File: src/core/pacw_map.svh
`ifndef PACW_MAP_SVH
`define PACW_MAP_SVH

// ----------------------------------------------------------------
// register byte offsets
// ----------------------------------------------------------------
`define PACW_OFF_DATA 8'h00
`define PACW_OFF_DIR 8'h04
`define PACW_OFF_PDIR 8'h08
`define PACW_OFF_PEN 8'h0c
`define PACW_OFF_IOC 8'h10
`define PACW_OFF_ICTL 8'h14
`define PACW_OFF_OPT 8'h18
`define PACW_OFF_PWR 8'h1c

// ----------------------------------------------------------------
// field positions
// ----------------------------------------------------------------
`define PACW_BIT_GLB_IE 7
`define PACW_BIT_RAIE 3
`define PACW_BIT_FLAG 0
`define PACW_BIT_GPD 7
`define PACW_BIT_LPWE 5

// ----------------------------------------------------------------
// reset values and masks
// ----------------------------------------------------------------
`define PACW_RST_DIR 6'h3f
`define PACW_RST_PDIR 6'h37
`define PACW_RST_PEN 6'h37
`define PACW_RST_IOC 6'h00
`define PACW_RST_OUT 6'h00
`define PACW_RST_OPT 8'hff
`define PACW_IMPL_PULL 6'h37
`define PACW_PIN3 6'h08
`define PACW_CLK_PINS 6'h30
`define PACW_IRQ_VECTOR 13'h0004

`endif

File: src/core/pacw_pkg.sv
package pacw_pkg;

    // static configuration and core state seen by the port
    typedef struct packed {
        logic master_clear_select;
        logic prog_hv;
        logic xtal_mode;
        logic int_osc;
        logic timer_osc;
        logic osc_out;
        logic wake_up_reset_function;
        logic sleep;
    } pacw_cfg_t;

    // apb request as seen by the slave
    typedef struct packed {
        logic psel;
        logic penable;
        logic pwrite;
        logic [7:0] paddr;
        logic [31:0] pwdata;
    } pacw_apb_req_t;

endpackage

File: src/core/pacw_port.sv
`timescale 1ns/100ps
`include "pacw_map.svh"
// Functional notes
// - pull direction per bit: 1 up, 0 down
// - pull off for output, alternate, gpd, por
// - pull needs gpd clear, input, enable, digital
// - pin three pull-up: reset input, no hv
// - pull enable 5 locked unless int osc without timer osc, 4 locked with osc out; locked bits read 1
// - data reads pins, 7-6 zero, 3 read-only
// - dir 1 input tri-state, 0 drives latch
// - dir 3 reads 1, 5:4 in xtal
// - change enables per pin, cleared at reset
// - mismatch against last read sets flag
// - mismatch keeps setting flag until cleared
// - last-read latch survives warm resets
// - change during port read stays as a mismatch
// - change wakes from sleep, vector if enabled
// - change interrupt only with global enable
// - change enables 5:4 read 0 in xtal
// - change enable 3 ignored: wake reset, asleep
// - wake enable sinks current on pin zero
// - data read pins, write to latch
// - pin three data reads 0 as reset input
module pacw_port (
    input wire logic REF_CLK_I,
    input wire logic RST_N_I,
    input wire logic WARM_RST_N_I,
    input wire pacw_pkg::pacw_cfg_t CFG_I,
    input wire logic [5:0] ANALOG_I,
    input wire logic [5:0] PAD_I,
    output logic [5:0] PAD_O,
    output logic [5:0] PAD_OE_O,
    output logic [5:0] PULL_UP_O,
    output logic [5:0] PULL_DN_O,
    output logic SINK_O,
    output logic WAKE_O,
    output logic IRQ_O,
    output logic [12:0] VECTOR_O,
    input wire pacw_pkg::pacw_apb_req_t APB_I,
    output logic [31:0] PRDATA_O,
    output logic PREADY_O,
    output logic PSLVERR_O
);

    // ----------------------------------------------------------------
    // reset release
    // ----------------------------------------------------------------
    logic rst_s1;
    logic rst_n;

    always_ff @(posedge REF_CLK_I or negedge RST_N_I) begin
        if (!RST_N_I) begin
            rst_s1 <= 1'b0;
            rst_n <= 1'b0;
        end else begin
            rst_s1 <= 1'b1;
            rst_n <= rst_s1;
        end
    end

    // ----------------------------------------------------------------
    // pad synchroniser
    // ----------------------------------------------------------------
    // a change counts only once stages two and three agree
    logic [5:0] pad_s1;
    logic [5:0] pad_s2;
    logic [5:0] pad_s3;
    logic [5:0] pins;

    always_ff @(posedge REF_CLK_I or negedge rst_n) begin
        if (!rst_n) begin
            pad_s1 <= 6'h00;
            pad_s2 <= 6'h00;
            pad_s3 <= 6'h00;
            pins <= 6'h00;
        end else begin
            pad_s1 <= PAD_I;
            pad_s2 <= pad_s1;
            pad_s3 <= pad_s2;
            for (int i = 0; i < 6; i++) begin
                if (pad_s2[i] == pad_s3[i]) begin
                    pins[i] <= pad_s3[i];
                end
            end
        end
    end

    // ----------------------------------------------------------------
    // registers and derived masks
    // ----------------------------------------------------------------
    logic [5:0] out_latch;
    logic [5:0] dir;
    logic [5:0] pdir;
    logic [5:0] pen;
    logic [5:0] ioc;
    logic [5:0] last_read;
    logic global_interrupt_enable;
    logic raie;
    logic flag;
    logic gpd;
    logic lpwe;
    logic [5:0] clk_mask;
    logic [5:0] alt_mask;
    logic [5:0] dir_eff;
    logic [5:0] pen_lock;
    logic [5:0] pen_eff;
    logic [5:0] ioc_rd;
    logic [5:0] ioc_eff;
    logic [5:0] data_rd;
    logic [5:0] mismatch;

    assign clk_mask = CFG_I.xtal_mode ? `PACW_CLK_PINS :
        {1'b0, CFG_I.osc_out, 4'h0};
    assign alt_mask = ANALOG_I | clk_mask;
    assign dir_eff = dir | `PACW_PIN3 |
        (CFG_I.xtal_mode ? `PACW_CLK_PINS : 6'h00);
    assign pen_lock = {!(CFG_I.int_osc && !CFG_I.timer_osc),
        CFG_I.osc_out, 4'h0};
    assign pen_eff = (pen | pen_lock) & `PACW_IMPL_PULL;
    assign ioc_rd = ioc &
        ~(CFG_I.xtal_mode ? `PACW_CLK_PINS : 6'h00);
    assign ioc_eff = ioc_rd & ~((CFG_I.wake_up_reset_function &&
        CFG_I.sleep) ? `PACW_PIN3 : 6'h00);
    // analog pins read low; pin three reads low as reset input
    assign data_rd = pins & ~ANALOG_I &
        ~(CFG_I.master_clear_select ? `PACW_PIN3 : 6'h00);
    assign mismatch = (pins ^ last_read) & ioc_eff;

    // ----------------------------------------------------------------
    // apb slave
    // ----------------------------------------------------------------
    // zero wait states; read data is captured in the setup cycle
    function automatic logic f_hit(input logic [7:0] a,
                                   input logic [7:0] off);
        f_hit = (a == off);
    endfunction

    function automatic logic f_mapped(input logic [7:0] a);
        f_mapped = (a[1:0] == 2'b00) && (a <= `PACW_OFF_PWR);
    endfunction

    logic setup;
    logic acc;
    logic wr;
    logic port_acc;
    logic [5:0] snap;
    logic [31:0] next_prdata;

    assign setup = APB_I.psel && !APB_I.penable;
    assign acc = APB_I.psel && APB_I.penable;
    assign wr = acc && APB_I.pwrite && f_mapped(APB_I.paddr);
    assign port_acc = acc && f_hit(APB_I.paddr, `PACW_OFF_DATA);
    assign PREADY_O = 1'b1;
    assign PSLVERR_O = acc && !f_mapped(APB_I.paddr);

    always_comb begin
        next_prdata = 32'h0000_0000;
        case (APB_I.paddr)
            `PACW_OFF_DATA: next_prdata[5:0] = data_rd;
            `PACW_OFF_DIR: next_prdata[5:0] = dir_eff;
            `PACW_OFF_PDIR: next_prdata[5:0] = pdir & `PACW_IMPL_PULL;
            `PACW_OFF_PEN: next_prdata[5:0] = pen_eff;
            `PACW_OFF_IOC: next_prdata[5:0] = ioc_rd;
            `PACW_OFF_ICTL: begin
                next_prdata[`PACW_BIT_GLB_IE] = global_interrupt_enable;
                next_prdata[`PACW_BIT_RAIE] = raie;
                next_prdata[`PACW_BIT_FLAG] = flag;
            end
            `PACW_OFF_OPT: next_prdata[`PACW_BIT_GPD] = gpd;
            `PACW_OFF_PWR: next_prdata[`PACW_BIT_LPWE] = lpwe;
            default: next_prdata = 32'h0000_0000;
        endcase
    end

    always_ff @(posedge REF_CLK_I or negedge rst_n) begin
        if (!rst_n) begin
            PRDATA_O <= 32'h0000_0000;
            snap <= 6'h00;
        end else if (setup) begin
            PRDATA_O <= next_prdata;
            snap <= pins;
        end
    end

    // ----------------------------------------------------------------
    // output latch and last-read latch
    // ----------------------------------------------------------------
    // neither is touched by a warm reset
    always_ff @(posedge REF_CLK_I or negedge rst_n) begin
        if (!rst_n) begin
            out_latch <= `PACW_RST_OUT;
        end else if (wr && f_hit(APB_I.paddr, `PACW_OFF_DATA)) begin
            out_latch <= APB_I.pwdata[5:0] & ~`PACW_PIN3;
        end
    end

    // pins seen in the setup cycle are latched: a change between setup
    // and access then stays behind as a mismatch
    always_ff @(posedge REF_CLK_I or negedge rst_n) begin
        if (!rst_n) begin
            last_read <= 6'h00;
        end else if (port_acc) begin
            last_read <= snap;
        end
    end

    // ----------------------------------------------------------------
    // configuration registers
    // ----------------------------------------------------------------
    always_ff @(posedge REF_CLK_I or negedge rst_n) begin
        if (!rst_n) begin
            dir <= `PACW_RST_DIR;
            pdir <= `PACW_RST_PDIR;
            pen <= `PACW_RST_PEN;
            ioc <= `PACW_RST_IOC;
            gpd <= 1'b1;
            lpwe <= 1'b0;
        end else if (!WARM_RST_N_I) begin
            dir <= `PACW_RST_DIR;
            pdir <= `PACW_RST_PDIR;
            pen <= `PACW_RST_PEN;
            ioc <= `PACW_RST_IOC;
            gpd <= 1'b1;
            lpwe <= 1'b0;
        end else if (wr) begin
            case (APB_I.paddr)
                `PACW_OFF_DIR: dir <= APB_I.pwdata[5:0] | `PACW_PIN3;
                `PACW_OFF_PDIR:
                    pdir <= APB_I.pwdata[5:0] & `PACW_IMPL_PULL;
                `PACW_OFF_PEN:
                    pen <= (APB_I.pwdata[5:0] & ~pen_lock) |
                        (pen & pen_lock);
                `PACW_OFF_IOC: ioc <= APB_I.pwdata[5:0];
                `PACW_OFF_OPT: gpd <= APB_I.pwdata[`PACW_BIT_GPD];
                `PACW_OFF_PWR: lpwe <= APB_I.pwdata[`PACW_BIT_LPWE];
                default: lpwe <= lpwe;
            endcase
        end
    end

    // ----------------------------------------------------------------
    // interrupt control and change flag
    // ----------------------------------------------------------------
    logic ictl_wr;

    assign ictl_wr = wr && f_hit(APB_I.paddr, `PACW_OFF_ICTL);

    always_ff @(posedge REF_CLK_I or negedge rst_n) begin
        if (!rst_n) begin
            global_interrupt_enable <= 1'b0;
            raie <= 1'b0;
        end else if (!WARM_RST_N_I) begin
            global_interrupt_enable <= 1'b0;
            raie <= 1'b0;
        end else if (ictl_wr) begin
            global_interrupt_enable <= APB_I.pwdata[`PACW_BIT_GLB_IE];
            raie <= APB_I.pwdata[`PACW_BIT_RAIE];
        end
    end

    // set beats clear, so a live mismatch cannot be cleared away
    always_ff @(posedge REF_CLK_I or negedge rst_n) begin
        if (!rst_n) begin
            flag <= 1'b0;
        end else if (|mismatch) begin
            flag <= 1'b1;
        end else if (ictl_wr) begin
            flag <= APB_I.pwdata[`PACW_BIT_FLAG];
        end
    end

    // ----------------------------------------------------------------
    // pad drive, pulls, wake
    // ----------------------------------------------------------------
    logic [5:0] pull_on;

    assign pull_on = {6{!gpd}} & dir_eff & pen_eff & ~alt_mask &
        `PACW_IMPL_PULL;

    always_ff @(posedge REF_CLK_I or negedge rst_n) begin
        if (!rst_n) begin
            PAD_O <= 6'h00;
            PAD_OE_O <= 6'h00;
            PULL_UP_O <= 6'h00;
            PULL_DN_O <= 6'h00;
            SINK_O <= 1'b0;
        end else begin
            PAD_O <= out_latch;
            PAD_OE_O <= ~dir_eff;
            PULL_UP_O <= (pull_on & pdir) |
                ((CFG_I.master_clear_select && !CFG_I.prog_hv) ?
                `PACW_PIN3 : 6'h00);
            PULL_DN_O <= pull_on & ~pdir;
            // the pin must already be an input for a clean discharge
            SINK_O <= lpwe;
        end
    end

    always_ff @(posedge REF_CLK_I or negedge rst_n) begin
        if (!rst_n) begin
            WAKE_O <= 1'b0;
            IRQ_O <= 1'b0;
            VECTOR_O <= 13'h0000;
        end else begin
            WAKE_O <= CFG_I.sleep && flag && raie;
            IRQ_O <= flag && raie && global_interrupt_enable;
            VECTOR_O <= (flag && raie && global_interrupt_enable) ?
                `PACW_IRQ_VECTOR : 13'h0000;
        end
    end
endmodule

File: config.mk
export PLATFORM = sky130hd
export DESIGN_NAME = pacw_port
export DESIGN_NICKNAME = d
export VERILOG_FILES = /design/src/core/pacw_pkg.sv /design/src/core/pacw_port.sv
export VERILOG_INCLUDE_DIRS = /design/src /design/src/core
export SDC_FILE = /design/constraint.sdc
export NUM_CORES = 1
export LEC_CHECK = 0
export BUFFER_PORTS_ARGS = -buffer_cell sky130_fd_sc_hd__buf_2
export CORE_UTILIZATION = 55
export DETAILED_ROUTE_END_ITERATION = 6
export PLACE_DENSITY = 0.86
export SKIP_CTS_REPAIR_TIMING = 1
export SLEW_MARGIN = 20
export SYNTH_ARGS = -nofsm -noshare
export SYNTH_HDL_FRONTEND = slang
export SYNTH_SLANG_ARGS = --single-unit
File: constraint.sdc
create_clock -name REF_CLK_I -period 7.91 [get_ports REF_CLK_I]
set_clock_uncertainty 0.1 [all_clocks]
set_input_delay 0.791 -clock REF_CLK_I [delete_from_list [all_inputs] [get_ports REF_CLK_I]]
set_output_delay 0.791 -clock REF_CLK_I [all_outputs]
set_load 0.05 [all_outputs]
# Word-level counts from Yosys, hierarchy flattened
# Index checks and enable logic that the tools add are counted.
# totals
regBits	108
inputBits	66
output_inout_bits	74
wordCells	148
# op_classes
order_cmp	1
n_eq_ne	21
n_mux	36
n_bitwise	26
reduce_logical	32
# op_table
cell	n
$mux 6	14
$and 6x6->6	12
$not 6->6	6
$eq 8x5->1 const B	4
$or 6x6->6	4
$eq 8x4->1 const B	2
$logic_and 1x1->1	16
$ne 2x1->1 const B	8
$mux 1	12
$mux 4	3
$not 4->6	2
$pmux 1 s6	2
$reduce_and 2->1	6
$pmux 2 s5	1
$eq 8x3->1 const B	1
$le 8x5->1 const B	1
$logic_not 8->1	1
$eq 1x1->1	6
$logic_not 1->1	6
$or 6x4->6	1
$reduce_or 6->1	1
$xor 6x6->6	1
$pmux 1 s5	1
$pmux 1 s4	1
other kinds (4)	4

# Logic depth before layout (Yosys ltp)
# Gate-level depths: netlist of run 1.
# depth
word_depth	9
depth_mapped	6
mapped_depth_nobuf	4

# Worst setup path after synthesis of run 1
# No wires, ideal clock.
# synth_path
path_kind	input to output
from	input APB_I[37] (netlist bit)
to	output PSLVERR_O
t_arrival_ns	1.677
required_time_ns	7.019
slack_ns	5.342
path_stages	3
path_buffers	0
cell_sequence	or2_2 -> nand2b_1 -> and3_1
# synth_via
elab_chain_len	4
# synth_rtl
item	line_no	source
from (decl)	pacw_port.sv:39	input wire pacw_pkg::pacw_apb_req_t APB_I,
$le 8x5->1 (no source line)	n/a	
$logic_and 1x1->1	pacw_port.sv:139	f_mapped = (a[1:0] == 2'b00) && (a <= `PACW_OFF_PWR);
$logic_not 1->1	pacw_port.sv:154	assign PSLVERR_O = acc && !f_mapped(APB_I.paddr);
$logic_and 1x1->1	pacw_port.sv:154	
to (decl)	pacw_port.sv:42	output logic PSLVERR_O
# Every way passes these cells.

# Final worst setup path of run 1
# Same ends and word-level chain as after synthesis.

==> metrics.yaml, run 1 <==
status:
  status: "completed"
logic_synthesis:
  postSynthCellCount: 354
  ys_ff_latch: 100
  ys_warn_count: 0
  yosysTopAreaCellShare_pct: 48.3
  ys_seq_area_share_pct: 58.0
  yosysMostFrequentCell: "dfrtp_1"
  async_flop_share_pct: 100
  yosys-top-cells-area: "dfrtp_1 (48%), dfstp_2 (9.7%), buf_4 (7.3%), mux2_2 (4.7%), mux2i_1 (4.6%)"
  synth.avg_cell_area_sq_um: 12.3
  synth_edf_count: 0
  syn_area_sq_um: 4350
  ys_top_cells_by_count: "dfrtp_1 (84), buf_4 (42), nand2_1 (29)"
  ys.flop_type: "dfrtp_1"
  synth_area_leader_cell: "dfrtp_1"
  ys_types: 55
worst_setup_path:
  r2r-start: "pins[0]"
  reg2regPathDepth: 4
  path_class: "in -> out"
  critPathRequiredTime_ns: 7.02
  ff2ff_setup_slack_ns: 6.33
  path_max_fanout: 5
  worstReg2RegEnd: "PRDATA_O[0]"
  critPathArrivalTime_ns: 1.91
  critical_path.startpoint_type: "input pin"
  cp-end-kind: "output pin"
timing:
  fmax_mhz: 356
  setup_slack_ns: 5.10
  min_period_ns: 2.81
  timing.final.crit_share_pct: 35.5
  hold_violations: 0
  tightest_slew_ns: 0.856
  rsz0062_at_grt: "no"
  max_slew_margin_pct: 42.9
  setup_tns_ns: 0
  setup_viol: 0
  maxSlewViolCount: 0
grt:
  grt_pass1_wl_um: 13700
  grt_start_max_net_pins: 72
  grt_use_total_pct: 22.1
  grt_pass1_vias: 2669
  antenna_found_initial: 0
  gr-total-overflow: 0
placed_design:
  io_buffers: 73
  routabilityCongestion: 0.837
  dp_hpwl_um: 6080
  dpl_worst_slack_ns: 5.08
floorplanning:
  num_io_pins: 140
  fp.dieH_um: 90.9
  die_w_um: 90.9
  core-area_sq_um: 7690
  rows: 32
  die_area_sq_um: 8260
  start_util_pct: 56.6
final_layout:
  antennaDiodeCount: 0
  finalNetCount: 491
  fill_cells: 620
  area_growth_pct: 10.8
  seqCellArea_sq_um: 2530
  final_layout_size_suffix_gt1_share_pct: 31.6
  multiInputGateArea_sq_um: 1570
route:
  first_pass_iters: 4
  vias: 2812
  dr.first_iter.drc_count: 190
  ant_nets: 0
  wl_per_cell_um: 16.0
  wirelength_um: 8490
  avgViaCountPerCell: 5.29
  drc: 0
run:
  drv_cap: 0
clocking:
  clk_latency_ns: 0.36
  tritoncts: "yes"
  clock_path_buffers: 2
  clk_pin_slew_ns: 0.09
  htreeDepth: 3
  cts_buffers: 9
  clock-sinks: 100
  ctsRootBufferMaster: "clkbuf_8"
power_and_ir_drop:
  p_per_area_nw_per_um2: 199
  power_leakage_nw: 2.40
  ir_worst_vdd_mv: 0.108
min_path:
  hp-class: "in -> async"
[state kept, by name, summed over array words and instances (netlist names), 6 cells and up]
signal and count:
PRDATA_O 7, PULL_UP_O 6, ioc 6, last_read 6, pad_s1 6, pad_s2 6, pad_s3 6, pins 6
snap 6
[worst max-delay path, stage by stage]
cell and delay (ns):
buf_2 0.11, or2_2 0.34, nand2b_1 0.23, and3_1 0.23
buf_2 0.20
[metal layers]
metal,share of wire [%],track usage (%),vias up
li1,-,-,1302
met3,6.6,4.97,8
met1,45,31.2,1387
met5,0,0,-
met4,1.2,8.20,0
met2,47,33.6,115
[layout make-up]
class / instances / area share, %
inverters: 7 / 0.545
clock buffers: 10 / 2.86
repair buffers: 74 / 7.74
flip-flops and latches: 100 / 52.4
multi-input cells: 233 / 32.6
well taps: 102 / 2.65
clock inverters: 6 / 1.14
[cell usage in the layout, fill, tap and decap left out, drive strengths merged, types with 2 or more instances in the layout]
master and n:
o211ai 4, nand3 3, clkbuf 10, mux2 18, o311ai 3, o21ai 12, buf 74, mux2i 20
maj3 6, o22ai 2, nand4 4, a22oi 5, or3 2, nor2b 13, nor2 9, nor3 6
inv 9, o41ai 2, conb 42, nand2 29, dfrtp 84, nor4b 4, a32oi 2, nand3b 3
nor4 6, o31ai 2, clkinv 2, nor3b 3, or4 2, xor2 6, clkinvlp 2, and3 5
dfstp 16, nand2b 6
[how the worst max path moves through the flow]
stage | startpoint | to | slack [ns] | depth (start not counted)
4_1_cts | APB_I[37] | PSLVERR_O | 5.11 | 5
6_report | APB_I[37] | PSLVERR_O | 5.10 | 5
5_1_grt | APB_I[37] | PSLVERR_O | 5.06 | 5
3_3_place_gp | APB_I[39] | last_read[0] | 5.02 | 5
3_5_place_dp | APB_I[39] | last_read[3] | 5.08 | 5
2_1_floorplan | rst_n | PAD_OE_O[0] | 4.85 | 0
[where the power goes]
group / internal [mW] / switching, mW / leakage [nW] / total (mW)
Clock: 0.128 / 0.183 / 0.0925 / 0.312
Sequential: 0.528 / 0.0127 / 1.26 / 0.541
Combinational: 0.0250 / 0.0815 / 1.04 / 0.106
Total: 0.681 / 0.277 / 2.40 / 0.959
[cell families (layout without fill, tap and decap cells)]
kind of cell    after synthesis  count (layout)  share of synthesized area, %
xor+xnor                      6               6                          1.21
simple gates                 99              99                          13.0
compound gates               41              41                          7.17
fa+ha+maj                     6               6                          1.38
buf+inv                      61              97                          9.27
mux                          39              39                          9.78
other cells                   2              42                         0.173
flops                       100             100                          58.0
[stage by stage]
step	instance area (sq um)	utilization [%]	power, mW	hold WS, ns	cells
floorplan	4500	-	0.645	0.231	394
global placement	4630	60.2	0.654	0.141	516
detailed placement	4630	60.2	0.657	0.155	516
CTS	4820	62.7	0.966	0.0747	532
global route	4820	62.7	0.998	0.0661	532
finish	4820	62.7	0.959	0.0906	532
Note: power is estimated with default switching activity, not from simulation.
==> inputs of run 2 (changes only) <==
- CORE_UTILIZATION: 55 -> 51
- PLACE_DENSITY: 0.86 -> 0.8
- clock period: 7.91 -> 2.9 ns (I/O delays scaled with it)
==> metrics.yaml, run 2 (synthesized netlist as in run 1, its figures left out) <==
grt:
  antenna_found_initial: 0  # unchanged
  grt_pass1_wl_um: 13300  # was 13700 um
  grt_start_max_net_pins: 53  # was 72
  grt_use_total_pct: 20.5  # was 22.1%
  grt_pass1_vias: 2581  # was 2669
  gr-total-overflow: 0  # unchanged
power_and_ir_drop:
  netSwitchingPower_mw: 0.757  # was 0.277 mW
  finalPower_mw: 2.60  # was 0.959 mW
  power_leakage_nw: 2.45  # was 2.40 nW
  p_comb_share_pct: 11.5  # was 11.1%
  p_per_area_nw_per_um2: 527  # was 199 nW/um^2
  pwr-share-seq_pct: 57.0  # was 56.4%
  power.internal_mw: 1.84  # was 0.681 mW
  ir_worst_vdd_mv: 0.239  # was 0.108 mV
  clkPwrFrac_pct: 31.6  # was 32.5%
  p_sw_share_pct: 29.1  # was 28.9%
route:
  avgViaCountPerCell: 5.16  # was 5.29
  vias: 2816  # was 2812
  ant_nets: 0  # unchanged
  drc: 0  # unchanged
  wirelength_um: 8490  # about the same
  first_pass_iters: 4  # unchanged
  dr.first_iter.drc_count: 124  # was 190
  wl_per_cell_um: 15.6  # was 16.0 um
floorplanning:
  core-area_sq_um: 8220  # was 7690 sq um
  die_area_sq_um: 8900  # was 8260 sq um
  fp.dieH_um: 94.3  # was 90.9 um
  start_util_pct: 52.9  # was 56.6%
  num_io_pins: 140  # unchanged
  rows: 33  # was 32
  die_w_um: 94.3  # was 90.9 um
status:
  status: "completed"  # unchanged
clocking:
  cts_buffers: 9  # unchanged
  clock-sinks: 100  # unchanged
  clk_latency_ns: 0.37  # was 0.36 ns
  tritoncts: "yes"  # unchanged
  clock_path_buffers: 2  # unchanged
  clk_pin_slew_ns: 0.10  # was 0.09 ns
  ctsRootBufferMaster: "clkbuf_8"  # unchanged
  htreeDepth: 3  # unchanged
run:
  drv_cap: 0  # unchanged
placed_design:
  dp_hpwl_um: 6110  # was 6080 um
  io_buffers: 73  # unchanged
  placed_area_sq_um: 4650  # was 4630 sq um
  routabilityCongestion: 0.903  # was 0.837
  dpl_worst_slack_ns: 0.600  # was 5.08 ns
  place_inst: 520  # was 516
timing:
  maxSlewViolCount: 0  # unchanged
  fmax_mhz: 521
  tightest_slew_ns: 0.807  # was 0.856 ns
  setup_viol: 0  # unchanged
  hold_violations: 0  # unchanged
  timing.final.crit_share_pct: 66.2
  rsz0062_at_grt: "no"  # unchanged
  setup_tns_ns: 0  # unchanged
  max_slew_margin_pct: 46.2  # was 42.9%
  setup_slack_ns: 0.981  # was 5.10 ns
  min_period_ns: 1.92
final_layout:
  final_layout_size_suffix_gt1_share_pct: 31.1  # was 31.6%
  finalNetCount: 502  # was 491
  largest_register_ff_count: 7  # unchanged
  layout.cells.non_filler: 546  # was 532
  layout_commonest_cell: "dfrtp_1"  # unchanged
  layout_common_cells: "dfrtp_1 (83), buf_2 (73), conb_1 (42), nand2_1 (29), mux2i_1 (20)"  # unchanged
  top_register: "PRDATA_O"  # unchanged
  area_growth_pct: 13.6  # was 10.8%
  antennaDiodeCount: 0  # unchanged
  final_area_sq_um: 4940  # was 4820 sq um
worst_setup_path:
  critPathRequiredTime_ns: 3.05  # was 7.02 ns
  critPathArrivalTime_ns: 2.07  # was 1.91 ns
  cp-end-kind: "flip-flop"  # was output pin
  path_max_fanout: 9  # was 5
  path_class: "in -> reg"  # was in -> out
  critical_path.startpoint_type: "input pin"  # unchanged
min_path:
  hp-class: "in -> reg"  # was in -> async
run 2: layer usage:
metal / part of all wire [%] / wire length, um / GRT usage (%) / vias to the layer above
met2: 48 / 4050 / 30.9 / 101
met4: 2.4 / 208 / 10.5 / 0
met3: 5.0 / 421 / 4.19 / 16
li1: - / - / - / 1323
met1: 45 / 3820 / 28.1 / 1376
met5: 0 / 0 / 0 / -
run 2: layout make-up:
class	instances	area (sq um)
clock buffers	9	124
clock inverters	7	63.8
fillers	707	3280
inverters	7	26.3
multi-input cells	233	1570
flip-flops and latches	100	2530
well taps	105	131
repair buffers	85	493
run 2: worst paths after layout:
path | end | startpoint | cells past startpoint | slack (ns)
max | out_latch[5] | APB_I[39] | 5 | 0.98
min | gpd | APB_I[7] | 3 | 0.07
max reg2reg | PRDATA_O[0] | pins[0] | 4 | 1.32
min reg2reg | pad_s2[1] | pad_s1[1] | 0 | 0.26
max in group asynchronous | gpd | rst_n | 1 | 1.71
min in group asynchronous | rst_n | RST_N_I | 2 | 0.13
run 2: through the flow:
stage | hold slack [ns] | util [%]
finish | 0.0705 | 60.1
global route | 0.0519 | 60.1
CTS | -0.425 | 58.9
detailed placement | -0.0239 | 56.6
global placement | -0.0250 | 56.6
floorplan | -0.106 | -
run 2: power by group through the flow:
stage	clock network (mW)	registers, mW	logic, mW
finish	0.821	1.48	0.298
floorplan	0	1.51	0.245
global placement	0	1.51	0.284
detailed placement	0	1.51	0.287
global route	0.909	1.49	0.319
CTS	0.852	1.48	0.288
run 2: critical path, cell delays in order:
cell     delay (ns)
buf_2          0.10
or3_1          0.56
nor3_2         0.36
nand3_1        0.38
mux2_2         0.38
